--- config.mk ---
export PLATFORM = sky130hd
export DESIGN_NAME = rlcr_regs
export DESIGN_NICKNAME = d
export VERILOG_FILES = /design/src/hw/rlcr_pkg.sv /design/src/hw/rlcr_regs.sv
export SDC_FILE = /design/constraint.sdc
export NUM_CORES = 1
export LEC_CHECK = 0
export ABC_AREA = 0
export BUFFER_PORTS_ARGS = -buffer_cell sky130_fd_sc_hd__buf_4
export CAP_MARGIN = 20
export CORE_UTILIZATION = 35
export DETAILED_ROUTE_END_ITERATION = 7
export PLACE_DENSITY_LB_ADDON = 0.1
export REMOVE_ABC_BUFFERS = 1
export SYNTH_ARGS = -nofsm -noshare
export SYNTH_HDL_FRONTEND = slang
export SYNTH_SLANG_ARGS = --single-unit
--- constraint.sdc ---
create_clock -name clock -period 2.5 [get_ports clock]
set_input_delay 0.375 -clock clock [delete_from_list [all_inputs] [get_ports clock]]
set_output_delay 0.375 -clock clock [all_outputs]
set_load 0.01 [all_outputs]
--- src/hw/rlcr_pkg.sv ---
package rlcr_pkg;

    // ----------------------------------------------------------------
    // register offsets
    // ----------------------------------------------------------------
    localparam logic [7:0] ADDR_OVERRIDE   = 8'h08;
    localparam logic [7:0] ADDR_SPARE_A    = 8'h09;
    localparam logic [7:0] ADDR_MONITOR    = 8'h0a;
    localparam logic [7:0] ADDR_SPARE_B    = 8'h0b;
    localparam logic [7:0] ADDR_SPARE_C    = 8'h0c;
    localparam logic [7:0] ADDR_SPARE_D    = 8'h0d;
    localparam logic [7:0] ADDR_IDLE_TERM  = 8'h0e;
    localparam logic [7:0] ADDR_EQUALIZER  = 8'h0f;
    localparam logic [7:0] ADDR_SWING      = 8'h10;
    localparam logic [7:0] ADDR_EMPHASIS   = 8'h11;
    localparam logic [7:0] ADDR_THRESHOLD  = 8'h12;
    localparam logic [7:0] ADDR_SPARE_E    = 8'h13;
    localparam logic [7:0] ADDR_SPARE_F    = 8'h14;

    // ----------------------------------------------------------------
    // reset values
    // ----------------------------------------------------------------
    localparam logic [7:0] RST_ZERO        = 8'h00;
    localparam logic [7:0] RST_SPARE_B     = 8'h70;
    localparam logic [7:0] RST_EQUALIZER   = 8'h2f;
    localparam logic [7:0] RST_SWING       = 8'had;
    localparam logic [4:0] RST_EMPH_RW     = 5'h02;

    // ----------------------------------------------------------------
    // field positions
    // ----------------------------------------------------------------
    localparam int OVR_THRESH_BIT    = 6;
    localparam int OVR_IDLE_BIT      = 4;
    localparam int OVR_TERM_BIT      = 3;
    localparam int OVR_RATE_BIT      = 2;
    localparam int IDLE_AUTO_BIT     = 5;
    localparam int IDLE_MUTE_BIT     = 4;
    localparam int TERM_HI           = 3;
    localparam int TERM_LO           = 2;
    localparam int SWING_SHORT_BIT   = 7;
    localparam int SWING_RATE_BIT    = 6;
    localparam int SWING_CODE_HI     = 2;
    localparam int EMPH_FOUND_BIT    = 7;
    localparam int EMPH_SPEED_HI     = 6;
    localparam int EMPH_SPEED_LO     = 5;
    localparam int EMPH_RW_HI        = 4;
    localparam int EMPH_CODE_HI      = 2;
    localparam int TH_ASSERT_HI      = 3;
    localparam int TH_ASSERT_LO      = 2;
    localparam int TH_DEASSERT_HI    = 1;
    localparam int LANE_B0_BIT       = 0;

    // ----------------------------------------------------------------
    // termination modes
    // ----------------------------------------------------------------
    localparam logic [1:0] TERM_HIZ      = 2'h0;
    localparam logic [1:0] TERM_PROBE_50 = 2'h1;
    localparam logic [1:0] TERM_PROBE_ON = 2'h2;
    localparam logic [1:0] TERM_FIXED_50 = 2'h3;

    // ----------------------------------------------------------------
    // timing
    // ----------------------------------------------------------------
    localparam int CLOCK_KHZ          = 100000;
    localparam int PROBE_INTERVAL_MS  = 12;
    localparam int PROBE_INTERVAL_CYC = PROBE_INTERVAL_MS * CLOCK_KHZ;
    localparam logic [5:0] PROBE_ATTEMPT_LIMIT = 6'h32;

    typedef enum logic [1:0] {
        RLCR_PROBE_IDLE,
        RLCR_PROBE_WAIT,
        RLCR_PROBE_FOUND,
        RLCR_PROBE_GIVEUP
    } rlcr_probe_t;

endpackage

--- src/hw/rlcr_regs.sv ---
`timescale 1ns/1ps
module rlcr_regs #(
    parameter int PROBE_INTERVAL = rlcr_pkg::PROBE_INTERVAL_CYC
) (
    input  wire logic       clock,
    input  wire logic       nrst,
    input  wire logic [7:0] reg_addr,
    input  wire logic [7:0] reg_wdata,
    input  wire logic       reg_wr,
    input  wire logic       reg_rd,
    output logic      [7:0] reg_rdata,
    input  wire logic       cfg_load_valid,
    input  wire logic [7:0] cfg_load_addr,
    input  wire logic [7:0] cfg_load_data,
    input  wire logic       rate_pin_float,
    input  wire logic       rate_pin_gen12,
    input  wire logic       far_termination_probe_pin,
    input  wire logic [1:0] squelch_threshold_pin,
    input  wire logic [7:0] lane_idle_detect,
    input  wire logic       far_receiver_sense,
    input  wire logic [1:0] speed_sense,
    output logic            lane_b0_output_mute,
    output logic            lane_b0_input_term_50,
    output logic            far_termination_probe,
    output logic      [7:0] equalizer_level,
    output logic      [2:0] swing_level,
    output logic            short_protect_en,
    output logic            rate_gen12,
    output logic      [2:0] emphasis_level,
    output logic      [1:0] squelch_assert_code,
    output logic      [1:0] squelch_deassert_code
);

    // ----------------------------------------------------------------
    // pin synchronisers
    // ----------------------------------------------------------------
    localparam int SYNC_W = 16;

    logic [SYNC_W-1:0] sync_a_reg;
    logic [SYNC_W-1:0] sync_b_reg;
    logic              rate_float_s;
    logic              rate_gen12_s;
    logic              term_pin_s;
    logic [1:0]        thresh_pin_s;
    logic [7:0]        idle_s;
    logic              far_found_s;
    logic [1:0]        speed_s;

    always_ff @(posedge clock or negedge nrst)
    begin
        if (!nrst)
        begin
            sync_a_reg <= '0;
            sync_b_reg <= '0;
        end
        else
        begin
            sync_a_reg <= {rate_pin_float, rate_pin_gen12, far_termination_probe_pin,
                           squelch_threshold_pin, lane_idle_detect, far_receiver_sense,
                           speed_sense};
            sync_b_reg <= sync_a_reg;
        end
    end

    assign rate_float_s = sync_b_reg[15];
    assign rate_gen12_s = sync_b_reg[14];
    assign term_pin_s   = sync_b_reg[13];
    assign thresh_pin_s = sync_b_reg[12:11];
    assign idle_s       = sync_b_reg[10:3];
    assign far_found_s  = sync_b_reg[2];
    assign speed_s      = sync_b_reg[1:0];

    // ----------------------------------------------------------------
    // register storage
    // ----------------------------------------------------------------
    logic [7:0] override_reg;
    logic [7:0] spare_a_reg;
    logic [7:0] spare_b_reg;
    logic [7:0] spare_c_reg;
    logic [7:0] spare_d_reg;
    logic [7:0] idle_term_reg;
    logic [7:0] equalizer_reg;
    logic [7:0] swing_reg;
    logic [4:0] emph_rw_reg;
    logic [7:0] threshold_reg;
    logic [7:0] spare_e_reg;
    logic [7:0] spare_f_reg;
    logic       found_reg;

    // host access wins; configuration memory shares the write path
    logic       wr_en;
    logic [7:0] wr_addr;
    logic [7:0] wr_data;

    assign wr_en   = reg_wr | cfg_load_valid;
    assign wr_addr = reg_wr ? reg_addr : cfg_load_addr;
    assign wr_data = reg_wr ? reg_wdata : cfg_load_data;

    function automatic logic hit(input logic [7:0] a, input logic [7:0] target);
        hit = (a == target);
    endfunction

    always_ff @(posedge clock or negedge nrst)
    begin
        if (!nrst)
        begin
            override_reg  <= rlcr_pkg::RST_ZERO;
            spare_a_reg   <= rlcr_pkg::RST_ZERO;
            spare_b_reg   <= rlcr_pkg::RST_SPARE_B;
            spare_c_reg   <= rlcr_pkg::RST_ZERO;
            spare_d_reg   <= rlcr_pkg::RST_ZERO;
            idle_term_reg <= rlcr_pkg::RST_ZERO;
            equalizer_reg <= rlcr_pkg::RST_EQUALIZER;
            swing_reg     <= rlcr_pkg::RST_SWING;
            emph_rw_reg   <= rlcr_pkg::RST_EMPH_RW;
            threshold_reg <= rlcr_pkg::RST_ZERO;
            spare_e_reg   <= rlcr_pkg::RST_ZERO;
            spare_f_reg   <= rlcr_pkg::RST_ZERO;
        end
        else if (wr_en)
        begin
            // monitor and status bits have no storage, so writes fall away
            if (hit(wr_addr, rlcr_pkg::ADDR_OVERRIDE))
                override_reg <= wr_data;
            if (hit(wr_addr, rlcr_pkg::ADDR_SPARE_A))
                spare_a_reg <= wr_data;
            if (hit(wr_addr, rlcr_pkg::ADDR_SPARE_B))
                spare_b_reg <= wr_data;
            if (hit(wr_addr, rlcr_pkg::ADDR_SPARE_C))
                spare_c_reg <= wr_data;
            if (hit(wr_addr, rlcr_pkg::ADDR_SPARE_D))
                spare_d_reg <= wr_data;
            if (hit(wr_addr, rlcr_pkg::ADDR_IDLE_TERM))
                idle_term_reg <= wr_data;
            if (hit(wr_addr, rlcr_pkg::ADDR_EQUALIZER))
                equalizer_reg <= wr_data;
            if (hit(wr_addr, rlcr_pkg::ADDR_SWING))
                swing_reg <= wr_data;
            if (hit(wr_addr, rlcr_pkg::ADDR_EMPHASIS))
                emph_rw_reg <= wr_data[rlcr_pkg::EMPH_RW_HI:0];
            if (hit(wr_addr, rlcr_pkg::ADDR_THRESHOLD))
                threshold_reg <= wr_data;
            if (hit(wr_addr, rlcr_pkg::ADDR_SPARE_E))
                spare_e_reg <= wr_data;
            if (hit(wr_addr, rlcr_pkg::ADDR_SPARE_F))
                spare_f_reg <= wr_data;
        end
    end

    // ----------------------------------------------------------------
    // read path
    // ----------------------------------------------------------------
    logic [7:0] rd_mux;

    always_comb
    begin
        case (reg_addr)
            rlcr_pkg::ADDR_OVERRIDE:  rd_mux = override_reg;
            rlcr_pkg::ADDR_SPARE_A:   rd_mux = spare_a_reg;
            rlcr_pkg::ADDR_MONITOR:   rd_mux = idle_s;
            rlcr_pkg::ADDR_SPARE_B:   rd_mux = spare_b_reg;
            rlcr_pkg::ADDR_SPARE_C:   rd_mux = spare_c_reg;
            rlcr_pkg::ADDR_SPARE_D:   rd_mux = spare_d_reg;
            rlcr_pkg::ADDR_IDLE_TERM: rd_mux = idle_term_reg;
            rlcr_pkg::ADDR_EQUALIZER: rd_mux = equalizer_reg;
            rlcr_pkg::ADDR_SWING:     rd_mux = swing_reg;
            rlcr_pkg::ADDR_EMPHASIS:  rd_mux = {found_reg, speed_s, emph_rw_reg};
            rlcr_pkg::ADDR_THRESHOLD: rd_mux = threshold_reg;
            rlcr_pkg::ADDR_SPARE_E:   rd_mux = spare_e_reg;
            rlcr_pkg::ADDR_SPARE_F:   rd_mux = spare_f_reg;
            default:                  rd_mux = rlcr_pkg::RST_ZERO;
        endcase
    end

    // reads only sample, nothing is cleared by them
    always_ff @(posedge clock or negedge nrst)
    begin
        if (!nrst)
            reg_rdata <= rlcr_pkg::RST_ZERO;
        else if (reg_rd)
            reg_rdata <= rd_mux;
    end

    // ----------------------------------------------------------------
    // termination mode selection
    // ----------------------------------------------------------------
    logic [1:0] term_mode;

    // pin high asks for open-ended probing, pin low leaves input hi-Z
    always_comb
    begin
        if (override_reg[rlcr_pkg::OVR_TERM_BIT])
            term_mode = idle_term_reg[rlcr_pkg::TERM_HI:rlcr_pkg::TERM_LO];
        else if (term_pin_s)
            term_mode = rlcr_pkg::TERM_PROBE_ON;
        else
            term_mode = rlcr_pkg::TERM_HIZ;
    end

    // ----------------------------------------------------------------
    // far-end receiver probing
    // ----------------------------------------------------------------
    rlcr_pkg::rlcr_probe_t probe_state_reg;
    logic [31:0]           interval_cnt_reg;
    logic [5:0]            attempt_cnt_reg;
    logic [1:0]            last_mode_reg;
    logic                  probe_pulse_reg;
    logic                  mode_changed;
    logic                  interval_done;
    logic                  probing;

    assign mode_changed  = (term_mode != last_mode_reg);
    assign interval_done = (interval_cnt_reg == 32'(PROBE_INTERVAL - 1));
    assign probing       = (term_mode == rlcr_pkg::TERM_PROBE_50) ||
                           (term_mode == rlcr_pkg::TERM_PROBE_ON);

    always_ff @(posedge clock or negedge nrst)
    begin
        if (!nrst)
            last_mode_reg <= rlcr_pkg::TERM_HIZ;
        else
            last_mode_reg <= term_mode;
    end

    // a change of mode restarts the whole search from scratch
    always_ff @(posedge clock or negedge nrst)
    begin
        if (!nrst)
        begin
            probe_state_reg  <= rlcr_pkg::RLCR_PROBE_IDLE;
            interval_cnt_reg <= '0;
            attempt_cnt_reg  <= '0;
            probe_pulse_reg  <= 1'b0;
        end
        else
        begin
            probe_pulse_reg <= 1'b0;
            if (mode_changed || !probing)
            begin
                probe_state_reg  <= probing ? rlcr_pkg::RLCR_PROBE_WAIT
                                            : rlcr_pkg::RLCR_PROBE_IDLE;
                interval_cnt_reg <= '0;
                attempt_cnt_reg  <= '0;
            end
            else
            begin
                case (probe_state_reg)
                    rlcr_pkg::RLCR_PROBE_IDLE:
                        probe_state_reg <= rlcr_pkg::RLCR_PROBE_WAIT;
                    rlcr_pkg::RLCR_PROBE_WAIT:
                    begin
                        if (far_found_s)
                            probe_state_reg <= rlcr_pkg::RLCR_PROBE_FOUND;
                        else if (interval_done)
                        begin
                            interval_cnt_reg <= '0;
                            probe_pulse_reg  <= 1'b1;
                            attempt_cnt_reg  <= attempt_cnt_reg + 6'h01;
                            if (term_mode == rlcr_pkg::TERM_PROBE_50 &&
                                attempt_cnt_reg == rlcr_pkg::PROBE_ATTEMPT_LIMIT - 6'h01)
                                probe_state_reg <= rlcr_pkg::RLCR_PROBE_GIVEUP;
                        end
                        else
                            interval_cnt_reg <= interval_cnt_reg + 32'h1;
                    end
                    rlcr_pkg::RLCR_PROBE_FOUND:
                        probe_state_reg <= rlcr_pkg::RLCR_PROBE_FOUND;
                    rlcr_pkg::RLCR_PROBE_GIVEUP:
                        // a late answer still counts, but no more probes go out
                        if (far_found_s)
                            probe_state_reg <= rlcr_pkg::RLCR_PROBE_FOUND;
                    default:
                        probe_state_reg <= rlcr_pkg::RLCR_PROBE_IDLE;
                endcase
            end
        end
    end

    always_ff @(posedge clock or negedge nrst)
    begin
        if (!nrst)
            found_reg <= 1'b0;
        else if (term_mode == rlcr_pkg::TERM_FIXED_50)
            found_reg <= far_found_s;
        else
            found_reg <= probing && !mode_changed &&
                         probe_state_reg == rlcr_pkg::RLCR_PROBE_FOUND;
    end

    // ----------------------------------------------------------------
    // lane controls
    // ----------------------------------------------------------------
    logic idle_by_regs;

    assign idle_by_regs = override_reg[rlcr_pkg::OVR_IDLE_BIT] &&
                          idle_term_reg[rlcr_pkg::IDLE_AUTO_BIT];

    always_ff @(posedge clock or negedge nrst)
    begin
        if (!nrst)
        begin
            lane_b0_output_mute   <= 1'b0;
            lane_b0_input_term_50 <= 1'b0;
            far_termination_probe <= 1'b0;
        end
        else
        begin
            if (idle_by_regs)
                lane_b0_output_mute <= idle_term_reg[rlcr_pkg::IDLE_MUTE_BIT];
            else
                lane_b0_output_mute <= idle_s[rlcr_pkg::LANE_B0_BIT];
            case (term_mode)
                rlcr_pkg::TERM_HIZ:      lane_b0_input_term_50 <= 1'b0;
                rlcr_pkg::TERM_FIXED_50: lane_b0_input_term_50 <= 1'b1;
                default:
                    lane_b0_input_term_50 <= probing && !mode_changed &&
                        probe_state_reg == rlcr_pkg::RLCR_PROBE_FOUND;
            endcase
            far_termination_probe <= probe_pulse_reg;
        end
    end

    always_ff @(posedge clock or negedge nrst)
    begin
        if (!nrst)
        begin
            equalizer_level       <= rlcr_pkg::RST_EQUALIZER;
            swing_level           <= rlcr_pkg::RST_SWING[rlcr_pkg::SWING_CODE_HI:0];
            short_protect_en      <= rlcr_pkg::RST_SWING[rlcr_pkg::SWING_SHORT_BIT];
            rate_gen12            <= 1'b0;
            emphasis_level        <= rlcr_pkg::RST_EMPH_RW[rlcr_pkg::EMPH_CODE_HI:0];
            squelch_assert_code   <= 2'h0;
            squelch_deassert_code <= 2'h0;
        end
        else
        begin
            equalizer_level  <= equalizer_reg;
            swing_level      <= swing_reg[rlcr_pkg::SWING_CODE_HI:0];
            short_protect_en <= swing_reg[rlcr_pkg::SWING_SHORT_BIT];
            if (override_reg[rlcr_pkg::OVR_RATE_BIT])
                rate_gen12 <= swing_reg[rlcr_pkg::SWING_RATE_BIT];
            else
                rate_gen12 <= rate_gen12_s;
            emphasis_level <= emph_rw_reg[rlcr_pkg::EMPH_CODE_HI:0];
            if (override_reg[rlcr_pkg::OVR_THRESH_BIT])
            begin
                squelch_assert_code <=
                    threshold_reg[rlcr_pkg::TH_ASSERT_HI:rlcr_pkg::TH_ASSERT_LO];
                squelch_deassert_code <=
                    threshold_reg[rlcr_pkg::TH_DEASSERT_HI:0];
            end
            else
            begin
                squelch_assert_code   <= thresh_pin_s;
                squelch_deassert_code <= thresh_pin_s;
            end
        end
    end

    // the float flag is synchronised but drives nothing and cannot be read, the monitor shows idle_s only
    logic unused_float;
    assign unused_float = rate_float_s;

endmodule

==> impl_metrics.env, run 1 <==
export IMPL_grt_max_degree=59
export IMPL_tritoncts="built"
export IMPL_status="finished, final reports clean"
export IMPL_drive_gt1_share_pct=24.0
export IMPL_rows=57
export IMPL_place_area_mm2=0.00998
export IMPL_max_freq_mhz=437
export IMPL_final_cell_area_mm2=0.0106
export IMPL_slew_headroom_pct=58.0
export IMPL_largest_register_ffs=32
export IMPL_endpoint_kind="flip-flop"
export IMPL_core_area_mm2=0.0243
export IMPL_syn_avg_cell_area_um2=10.5
export IMPL_total_power_mw=7.30
export IMPL_clk_pin_slew_ns=0.08
export IMPL_cts_root_buf="clkbuf_16"
export IMPL_netlist_top_cells_area="dfrtp_1 51%, dfstp_2 7.0%, a21oi_1 4.9%"
export IMPL_numPortBuffers=82
export IMPL_yosys_area_top_type="dfrtp_1"
export IMPL_clk_path_buf_depth=2
export IMPL_ys_ff_latch=198
export IMPL_cp_start_kind="flip-flop"
export IMPL_area_growth_synth_to_final_pct=22.8
export IMPL_antenna_found_initial=0
export IMPL_clock_latency_ns=0.44
export IMPL_holdPathEnd="sync_a_reg[13]$_DFF_PN0_"
export IMPL_cap_violations=0
export IMPL_hold_path_class="in2reg"
export IMPL_min_from="far_termination_probe_pin"
export IMPL_slew_violations=0
export IMPL_setup_tns_ns=0
export IMPL_via_per_inst=5.19
export IMPL_fp_dieW_um=159
export IMPL_worst_slew_pin_transition_ns=0.631
export IMPL_hold_depth=1
export IMPL_setup_viol=0
export IMPL_regToRegSetupSlack_ns=0.21
export IMPL_synth_cells=828
export IMPL_n_antenna_cell=0
export IMPL_ys_top_cells_by_count="175 x dfrtp_1, 88 x nor2_1, 84 x a21oi_1"
export IMPL_yosysWarningCount=0
export IMPL_num_vias=6620
export IMPL_cts_setup_buffers=0
export IMPL_p_leak_nw=4.59
export IMPL_worstPathArrival_ns=2.66
export IMPL_finalHoldViolCount=0
export IMPL_finalCritPeriodShare_pct=91.6
export IMPL_die_area_mm2=0.0254
export IMPL_synth_edf_count=0
export IMPL_grt_setup_unrepaired="false"
export IMPL_synth_main_ff_cell="dfrtp_1"
export IMPL_required_ns=2.87
export IMPL_grt_overflow=0
export IMPL_drt_iter0_markers=421
export IMPL_first_pass_iters=6
export IMPL_synth_cell_types=63
export IMPL_ys_async_sr_fraction_pct=100
export IMPL_grt_pass1_wl_um=37500
export IMPL_cp_max_fo=8
export IMPL_drc_errors=0
export IMPL_skew_ns=0.0103
export IMPL_ant_nets=0
export IMPL_htreeDepth=4
export IMPL_reg2reg_from="interval_cnt_reg[16]$_DFFE_PN0P_"
export IMPL_critPathKind="reg2reg"
export IMPL_drt_wl_total_um=23300
export IMPL_p_per_area_mw_per_mm2=687
export IMPL_grtUsageTotal_pct=19.3
export IMPL_globalplace_congestion=0.841
export IMPL_nets=996
export IMPL_chipHeight_um=159
export IMPL_cts_buffers=17
export IMPL_synth_top_area_share_pct=50.6
export IMPL_synth_most_common_cell="dfrtp_1"
export IMPL_post_drt_wl_per_cell_um=18.3
export IMPL_synth_area_mm2=0.00866
export IMPL_yosysSeqAreaShare_pct=57.6
export IMPL_setup_ws_ns=0.211
export IMPL_ios=84
export IMPL_grt_pass1_vias=6541
export IMPL_r2r_end="attempt_cnt_reg[5]$_DFFE_PN0P_"
export IMPL_post_route_min_period_ns=2.29
export IMPL_peakVddDrop_mv=0.343
export IMPL_initial_core_util_pct=35.6
export IMPL_reg2regPathDepth=5
export IMPL_cts_sinks=198
export IMPL_dpl_hpwl_um=16100
export IMPL_dpl_worst_slack_ns=0.122
-- cell type report --
| cell class | instances | area, µm² |
|---|---|---|
| clock buffers | 17 | 425 |
| clock inverters | 15 | 201 |
| fillers | 2343 | 13700 |
| inverters | 12 | 45.0 |
| multi-input cells | 568 | 3460 |
| flip-flops and latches | 198 | 4980 |
| well taps | 324 | 405 |
| repair buffers | 141 | 1100 |
-- layout by cell type (no fill, tap or decap), types with 14 or more instances in the layout --
| cell | netlist | final |
|---|---|---|
| clkbuf_16 | 0 | 17 |
| buf_4 | 0 | 136 |
| dfrtp_1 | 175 | 175 |
| a22oi_1 | 14 | 14 |
| nand3_1 | 19 | 19 |
| mux2i_1 | 20 | 20 |
| nor2_1 | 88 | 88 |
| dfstp_2 | 23 | 23 |
| o21ai_0 | 56 | 56 |
| o31ai_1 | 14 | 14 |
| nand2_1 | 68 | 68 |
| a21oi_1 | 84 | 84 |
-- cell families after synthesis --
logic type      share of synthesized area (%)
compound gates                           16.1
mux                                      4.26
buf+inv                                  2.75
fa+ha+maj                               0.723
simple gates                             16.7
flops                                    57.6
xor+xnor                                 1.82
-- per-layer routing --
metal	up-vias	global-route usage (%)	share of wire, %
met1	3215	26.9	47
met4	0	7.26	2.3
met5	-	0	0
met3	31	3.65	4.4
li1	3212	-	-
met2	162	29.9	47
-- metrics by stage --
step | utilization, % | hold WS [ns] | instances
after detailed placement | 41.0 | 0.335 | 1242
after floorplan | - | 0.0794 | 778
after global routing | 43.7 | 0.0193 | 1275
final | 43.7 | 0.0366 | 1275
after global placement | 41.0 | 0.331 | 1242
after CTS | 43.6 | 0.0174 | 1275
-- worst max path at each step --
stage | startpoint | slack [ns] | endpoint
after floorplan | idle_term_reg[2]$_DFFE_PN0P_ | 0.18 | interval_cnt_reg[10]$_DFFE_PN0P_
after global placement | reg_wr | 0.15 | threshold_reg[5]$_DFFE_PN0P_
after detailed placement | interval_cnt_reg[28]$_DFFE_PN0P_ | 0.12 | attempt_cnt_reg[5]$_DFFE_PN0P_
after CTS | interval_cnt_reg[28]$_DFFE_PN0P_ | 0.10 | attempt_cnt_reg[5]$_DFFE_PN0P_
after global routing | interval_cnt_reg[16]$_DFFE_PN0P_ | 0.09 | attempt_cnt_reg[5]$_DFFE_PN0P_
final | interval_cnt_reg[16]$_DFFE_PN0P_ | 0.21 | attempt_cnt_reg[5]$_DFFE_PN0P_
-- worst max-delay path, stage by stage (launching register included) --
cell     delay [ns]
dfrtp_1        0.44
nor4_1         0.34
nand3_1        0.21
or4_4          0.57
or4_1          0.51
a21oi_1        0.14
-- where the power goes --
group	switching [mW]	total, mW	internal (mW)
combinational	0.450	0.781	0.331
sequential	0.137	3.60	3.46
clock	1.37	2.91	1.54
total	1.96	7.30	5.34
-- what timing repair did --
item / CTS / global route
endpoints found under the setup margin: 0 / 3
gates resized for setup: 0 / 3
hold buffers: 1 / 0
hold endpoints to repair: 43 / 0
(Power assumes the default switching activity.)
==> run 2: changes to the inputs <==
--- a/config.mk
+++ b/config.mk
@@ -12,6 +12,7 @@
 export DETAILED_ROUTE_END_ITERATION = 7
 export PLACE_DENSITY_LB_ADDON = 0.1
 export REMOVE_ABC_BUFFERS = 1
+export SLEW_MARGIN = 20
 export SYNTH_ARGS = -nofsm -noshare
 export SYNTH_HDL_FRONTEND = slang
 export SYNTH_SLANG_ARGS = --single-unit
==> constraint.sdc (replaced) <==
create_clock -name clock -period 2.95 [get_ports clock]
set_input_delay 0.4425 -clock clock [delete_from_list [all_inputs] [get_ports clock]]
set_output_delay 0.4425 -clock clock [all_outputs]
set_load 0.01 [all_outputs]
==> run 2 against run 1 <==
Effect of this change: the run now ends with hold timing left; critical path depth grew 1; global-route usage is the same; first-iteration DRC count down 9.5%; critical endpoint unchanged.
==> impl_metrics.env, run 2 (synthesized netlist as in run 1, its figures left out) <==
export IMPL_intPower_mw=4.42
export IMPL_path_cells="ha_1 -> nand2_1 -> or2_4 -> or4_1 -> or4_1 -> a21oi_1"
export IMPL_ios=84
export IMPL_cts_sinks=198
export IMPL_violations="hold timing"
export IMPL_post_drt_wl_per_cell_um=18.4
export IMPL_multi_input_area_mm2=0.00345
export IMPL_comb_power_share_pct=10.6
export IMPL_first_pass_iters=5
export IMPL_max_freq_mhz=410
export IMPL_cts_setup_buffers=0
export IMPL_status="finished with violations"
export IMPL_reg2reg_from="interval_cnt_reg[0]$_DFFE_PN0P_"
export IMPL_nets=990
export IMPL_post_route_min_period_ns=2.44
export IMPL_cap_violations=0
export IMPL_finalHoldViolCount=3
export IMPL_layout_commonest_cell="dfrtp_1"
export IMPL_final_seq_area_mm2=0.00498
export IMPL_die_area_mm2=0.0254
export IMPL_cts_resized=0
export IMPL_dpl_hpwl_um=16100
export IMPL_core_area_mm2=0.0243
export IMPL_clkPwrFrac_pct=39.2
export IMPL_fill_cells=2333
export IMPL_globalplace_congestion=0.829
export IMPL_drc_errors=0
export IMPL_grt_pass1_vias=6453
export IMPL_htreeDepth=4
export IMPL_numPortBuffers=82
export IMPL_p_per_area_mw_per_mm2=578
export IMPL_power_switching_mw=1.66
export IMPL_clk_pin_slew_ns=0.08
export IMPL_holdBufCountCts=0
export IMPL_grt_overflow=0
export IMPL_clk_path_buf_depth=2
export IMPL_via_per_inst=5.19
export IMPL_slew_violations=0
export IMPL_antenna_found_initial=0
export IMPL_clock_latency_ns=0.44
export IMPL_required_ns=3.31
export IMPL_drive_gt1_share_pct=23.3
export IMPL_area_growth_synth_to_final_pct=21.6
export IMPL_peakVddDrop_mv=0.328
export IMPL_timing_hold_ws_ns=-0.0121
export IMPL_worstPathArrival_ns=2.81
export IMPL_cts_root_buf="clkbuf_16"
export IMPL_setup_viol=0
export IMPL_drt_wl_total_um=23400
export IMPL_rows=57
export IMPL_total_power_mw=6.08
export IMPL_layout_common_cells="175 x dfrtp_1, 133 x buf_4, 88 x nor2_1"
export IMPL_largest_register_ffs=32
export IMPL_cp_max_fo=8
export IMPL_worst_slew_pin_transition_ns=0.727
export IMPL_p_sw_share_pct=27.2
export IMPL_grt_pass1_wl_um=37500
export IMPL_grt_max_degree=74
export IMPL_initial_core_util_pct=35.6
export IMPL_slowest_stage="or4_1"
export IMPL_hold_path_class="in2async"
export IMPL_slew_headroom_pct=51.5
export IMPL_crit_start="interval_cnt_reg[0]$_DFFE_PN0P_"
export IMPL_drt_iter0_markers=381
export IMPL_grtUsageTotal_pct=19.3
export IMPL_p_seq_share_pct=50.2
export IMPL_skew_ns=0.0166
export IMPL_grt_setup_unrepaired="false"
export IMPL_chipHeight_um=159
export IMPL_critPathKind="reg2reg"
export IMPL_cts_buffers=17
export IMPL_endpoint_kind="flip-flop"
export IMPL_ant_nets=0
export IMPL_cpMostUsedCell="or4_1"
export IMPL_num_vias=6590
export IMPL_n_antenna_cell=0
export IMPL_critical_path_max_stage_delay_ns=0.65
export IMPL_cp_start_kind="flip-flop"
export IMPL_setup_tns_ns=0
export IMPL_tritoncts="built"
export IMPL_finalCritPeriodShare_pct=82.7
export IMPL_fp_dieW_um=159
export IMPL_p_leak_nw=4.53
[run 2: per-layer routing]
layer | global-route usage [%] | up-vias | wire length (µm)
met5 | 0 | - | 0
met4 | 6.03 | 0 | 335
met3 | 3.54 | 18 | 942
met2 | 30.2 | 147 | 10800
met1 | 27.2 | 3226 | 11300
li1 | - | 3199 | -
[run 2: worst paths after layout]
kind | to | slack [ns] | cells after the start
min in group clock | sync_a_reg[0]$_DFF_PN0_ | 0.10 | 1
setup / recovery | attempt_cnt_reg[5]$_DFFE_PN0P_ | 0.51 | 6
hold reg to reg | sync_b_reg[7]$_DFF_PN0_ | 0.34 | 0
max in group asynchronous | swing_reg[5]$_DFFE_PN1P_ | 2.06 | 2
hold / removal | swing_reg[1]$_DFFE_PN0P_ | -0.01 | 1
setup reg to reg | attempt_cnt_reg[5]$_DFFE_PN0P_ | 0.51 | 6
[run 2: worst max-delay path: cells and delay by family (launching register included)]
kind / cells / cell delay (ns)
adders and majority gates: 1 / 0.22
DFF: 1 / 0.42
and+or+nand+nor: 4 / 1.57
AOI/OAI and AO/OA: 1 / 0.15
[run 2: stage by stage]
| stage | cell area (µm²) | util (%) | setup slack, ns | hold slack [ns] | std cells |
|---|---|---|---|---|---|
| 3_5_place_dp | 9920 | 40.8 | 0.394 | 0.335 | 1237 |
| 3_3_place_gp | 9920 | 40.8 | 0.464 | 0.332 | 1237 |
| 2_1_floorplan | 8460 | - | 0.622 | 0.147 | 778 |
| 4_1_cts | 10500 | 43.3 | 0.512 | 0.00167 | 1269 |
| 5_1_grt | 10500 | 43.3 | 0.361 | 0.0334 | 1269 |
| 6_report | 10500 | 43.3 | 0.509 | -0.0121 | 1269 |
[run 2: power by group through the flow]
stage | sequential, mW | combinational [mW] | clock (mW)
2_1_floorplan | 3.09 | 0.296 | 0
3_3_place_gp | 3.10 | 0.649 | 0
3_5_place_dp | 3.11 | 0.654 | 0
4_1_cts | 3.05 | 0.656 | 2.47
5_1_grt | 3.08 | 0.721 | 2.56
6_report | 3.05 | 0.646 | 2.38
[run 2: layout make-up]
class                           instances  area share (%)
Sequential cell                       198            47.4
Multi-Input combinational cell        568            32.8
Timing Repair Buffer                  135            9.81
Clock buffer                           17            4.04
Tap cell                              324            3.85
Clock inverter                         15            1.74
Inverter                               12           0.428
==> run 3: changes to the inputs <==
--- a/config.mk
+++ b/config.mk
@@ -5,7 +5,7 @@
 export SDC_FILE = /design/constraint.sdc
 export NUM_CORES = 1
 export LEC_CHECK = 0
-export ABC_AREA = 0
+export ABC_AREA = 1
 export BUFFER_PORTS_ARGS = -buffer_cell sky130_fd_sc_hd__buf_4
 export CAP_MARGIN = 20
 export CORE_UTILIZATION = 35
==> constraint.sdc (replaced) <==
create_clock -name clock -period 2.13 [get_ports clock]
set_input_delay 0.3195 -clock clock [delete_from_list [all_inputs] [get_ports clock]]
set_output_delay 0.3195 -clock clock [all_outputs]
set_load 0.01 [all_outputs]
==> run 3 against run 2 <==
Effect of this change: the run ends with DRC left; final area increased by 9.8%; clock-buffer cell count increased by 1; utilization decreased by 0.27 points; register-to-register slack got worse by 0.27 ns; area after synthesis increased by 11%; highest routed layer unchanged; setup slack got worse by 0.27 ns; combinational power increased by 16%; sequential cell count unchanged; synthesized cell count increased by 46%.
==> impl_metrics.env, run 3 <==
export IMPL_status="finished with violations"
export IMPL_violations="DRC"
export IMPL_post_drt_wl_per_cell_um=15.5
export IMPL_comb_power_share_pct=9.3
export IMPL_p_sw_share_pct=27.3
export IMPL_rows=60
export IMPL_max_freq_mhz=528
export IMPL_p_seq_share_pct=51.0
export IMPL_worstPathArrival_ns=2.23
export IMPL_required_ns=2.47
export IMPL_synth_area_mm2=0.00958
export IMPL_drt_iter0_markers=584
export IMPL_final_cell_area_mm2=0.0116
export IMPL_intPower_mw=5.85
export IMPL_total_power_mw=8.05
export IMPL_ys_async_sr_fraction_pct=100
export IMPL_ios=84
export IMPL_num_vias=8078
export IMPL_critPathKind="reg2reg"
export IMPL_ys_top_cells_by_count="385 x nand2_1, 175 x dfrtp_1, 158 x nand3_1"
export IMPL_regToRegSetupSlack_ns=0.24
export IMPL_reg2regPathDepth=12
export IMPL_ys_ff_latch=198
export IMPL_worst_slew_pin_transition_ns=0.537
export IMPL_synth_top_area_share_pct=45.7
export IMPL_layout_commonest_cell="nand2_1"
export IMPL_core_area_mm2=0.0269
export IMPL_cp_start_kind="flip-flop"
export IMPL_p_per_area_mw_per_mm2=696
export IMPL_holdPathEnd="reg_rdata[3]$_DFFE_PN0P_"
export IMPL_die_area_mm2=0.0280
export IMPL_tritoncts="built"
export IMPL_grt_max_degree=65
export IMPL_initial_core_util_pct=35.6
export IMPL_via_per_inst=4.79
export IMPL_layout_common_cells="384 x nand2_1, 175 x dfrtp_1, 158 x nand3_1"
export IMPL_cap_violations=0
export IMPL_grt_pass1_wl_um=42800
export IMPL_skew_ns=0.0107
export IMPL_r2r_end="interval_cnt_reg[9]$_DFFE_PN0P_"
export IMPL_slowest_stage="dfrtp_1"
export IMPL_clkPwrFrac_pct=39.6
export IMPL_post_route_min_period_ns=1.89
export IMPL_yosysSeqAreaShare_pct=52.0
export IMPL_peakVddDrop_mv=0.412
export IMPL_synth_main_ff_cell="dfrtp_1"
export IMPL_first_pass_iters=8
export IMPL_setup_viol=0
export IMPL_largest_register_ffs=32
export IMPL_reg2reg_from="override_reg[3]$_DFFE_PN0P_"
export IMPL_setup_ws_ns=0.237
export IMPL_place_area_mm2=0.0108
export IMPL_dpl_hpwl_um=18700
export IMPL_globalplace_congestion=0.846
export IMPL_slew_violations=0
export IMPL_yosys_area_top_type="dfrtp_1"
export IMPL_grt_overflow=0
export IMPL_timing_hold_ws_ns=0.160
export IMPL_slew_headroom_pct=64.2
export IMPL_syn_avg_cell_area_um2=7.90
export IMPL_clk_pin_slew_ns=0.08
export IMPL_grt_pass1_vias=8002
export IMPL_fp_dieW_um=167
export IMPL_antenna_found_initial=0
export IMPL_drc_errors=2
export IMPL_critical_path_max_stage_delay_ns=0.42
export IMPL_drt_wl_total_um=26100
export IMPL_finalHoldViolCount=0
export IMPL_grtUsageTotal_pct=19.7
export IMPL_netlist_top_cells_area="dfrtp_1 46%, nand2_1 15%, nand3_1 8.3%"
export IMPL_dpl_worst_slack_ns=0.0740
export IMPL_hold_depth=3
export IMPL_clock_latency_ns=0.44
export IMPL_yosysWarningCount=0
export IMPL_ant_nets=0
export IMPL_cpMostUsedCell="nand2_1"
export IMPL_grt_setup_unrepaired="false"
export IMPL_area_growth_synth_to_final_pct=20.7
export IMPL_cts_sinks=198
export IMPL_htreeDepth=4
export IMPL_p_leak_nw=5.63
export IMPL_synth_most_common_cell="nand2_1"
export IMPL_hold_path_class="in2reg"
export IMPL_cts_buffers=17
export IMPL_synth_cell_types=36
export IMPL_n_antenna_cell=0
export IMPL_numPortBuffers=82
export IMPL_endpoint_kind="flip-flop"
export IMPL_nets=1391
export IMPL_clk_path_buf_depth=2
export IMPL_chipHeight_um=167
export IMPL_power_switching_mw=2.19
export IMPL_synth_cells=1213
export IMPL_drive_gt1_share_pct=16.4
export IMPL_path_cells="inv_1 -> nand2_1 -> nand2_1 -> inv_1 -> ha_1 -> nor2_4 -> nand2_2 -> buf_6 -> nand2_1 -> nand2_1 -> nand2_1 -> nor2_1"
export IMPL_min_from="reg_rd"
export IMPL_synth_edf_count=0
export IMPL_finalCritPeriodShare_pct=88.9
export IMPL_cp_max_fo=22
export IMPL_cts_root_buf="clkbuf_16"
## run 3: cell type report
cell class	instances	area, µm²
Multi-Input combinational cell	851	3900
Timing Repair Buffer	141	1180
Clock inverter	14	160
Tap cell	341	427
Clock buffer	18	429
Sequential cell	198	4980
Fill cell	2814	15300
Inverter	124	470
## run 3: power groups by stage
stage               registers, mW  clock network (mW)  logic (mW)
detailed placement           4.18                   0       0.736
floorplan                    4.16                   0       0.319
global route                 4.14                3.44       0.849
CTS                          4.11                3.28       0.761
global placement             4.18                   0       0.729
finish                       4.11                3.19       0.750
## run 3: routing by layer
metal	vias to the layer above	routed length [µm]	GRT usage [%]
met4	0	675	7.10
met2	132	12500	32.7
met5	-	0	0
li1	4129	-	-
met1	3785	12100	26.0
met3	32	871	3.26
## run 3: cells by family after synthesis
| logic type | after synthesis | synth area share [%] |
|---|---|---|
| and+or+nand+nor | 699 | 31.4 |
| DFF | 198 | 52.0 |
| buffers and inverters | 164 | 7.43 |
| AOI/OAI and AO/OA | 143 | 8.13 |
| adders and majority gates | 5 | 0.653 |
| xor gates and xnor gates | 4 | 0.366 |
## run 3: critical path, delay by kind of cell (launching register included)
family,cells,cell delay [ns]
and+or+nand+nor,8,0.72
buffers and inverters,3,0.32
adders and majority gates,1,0.33
DFF,1,0.42
## run 3: worst max path at each step
stage	depth (start not counted)	startpoint	to
finish	12	override_reg[3]$_DFFE_PN0P_	interval_cnt_reg[9]$_DFFE_PN0P_
global route	10	interval_cnt_reg[0]$_DFFE_PN0P_	attempt_cnt_reg[2]$_DFFE_PN0P_
CTS	12	override_reg[3]$_DFFE_PN0P_	interval_cnt_reg[9]$_DFFE_PN0P_
detailed placement	12	override_reg[3]$_DFFE_PN0P_	interval_cnt_reg[9]$_DFFE_PN0P_
global placement	12	override_reg[3]$_DFFE_PN0P_	interval_cnt_reg[9]$_DFFE_PN0P_
floorplan	9	override_reg[3]$_DFFE_PN0P_	interval_cnt_reg[21]$_DFFE_PN0P_
## run 3: metrics by stage
stage | TNS [ns] | instances | utilization [%]
floorplan | -53.35 | 1173 | -
global placement | 0 | 1639 | 40.2
detailed placement | 0 | 1639 | 40.2
CTS | 0 | 1687 | 43.0
global route | 0 | 1687 | 43.0
finish | 0 | 1687 | 43.0
## run 3: what timing repair did
item | 4_1_cts | 5_1_grt
endpoints found under the hold margin | 42 | 0
endpoints found under the setup margin | 0 | 33
resized for setup | 0 | 4
hold buffers | 16 | 0
setup buffers | 0 | 0
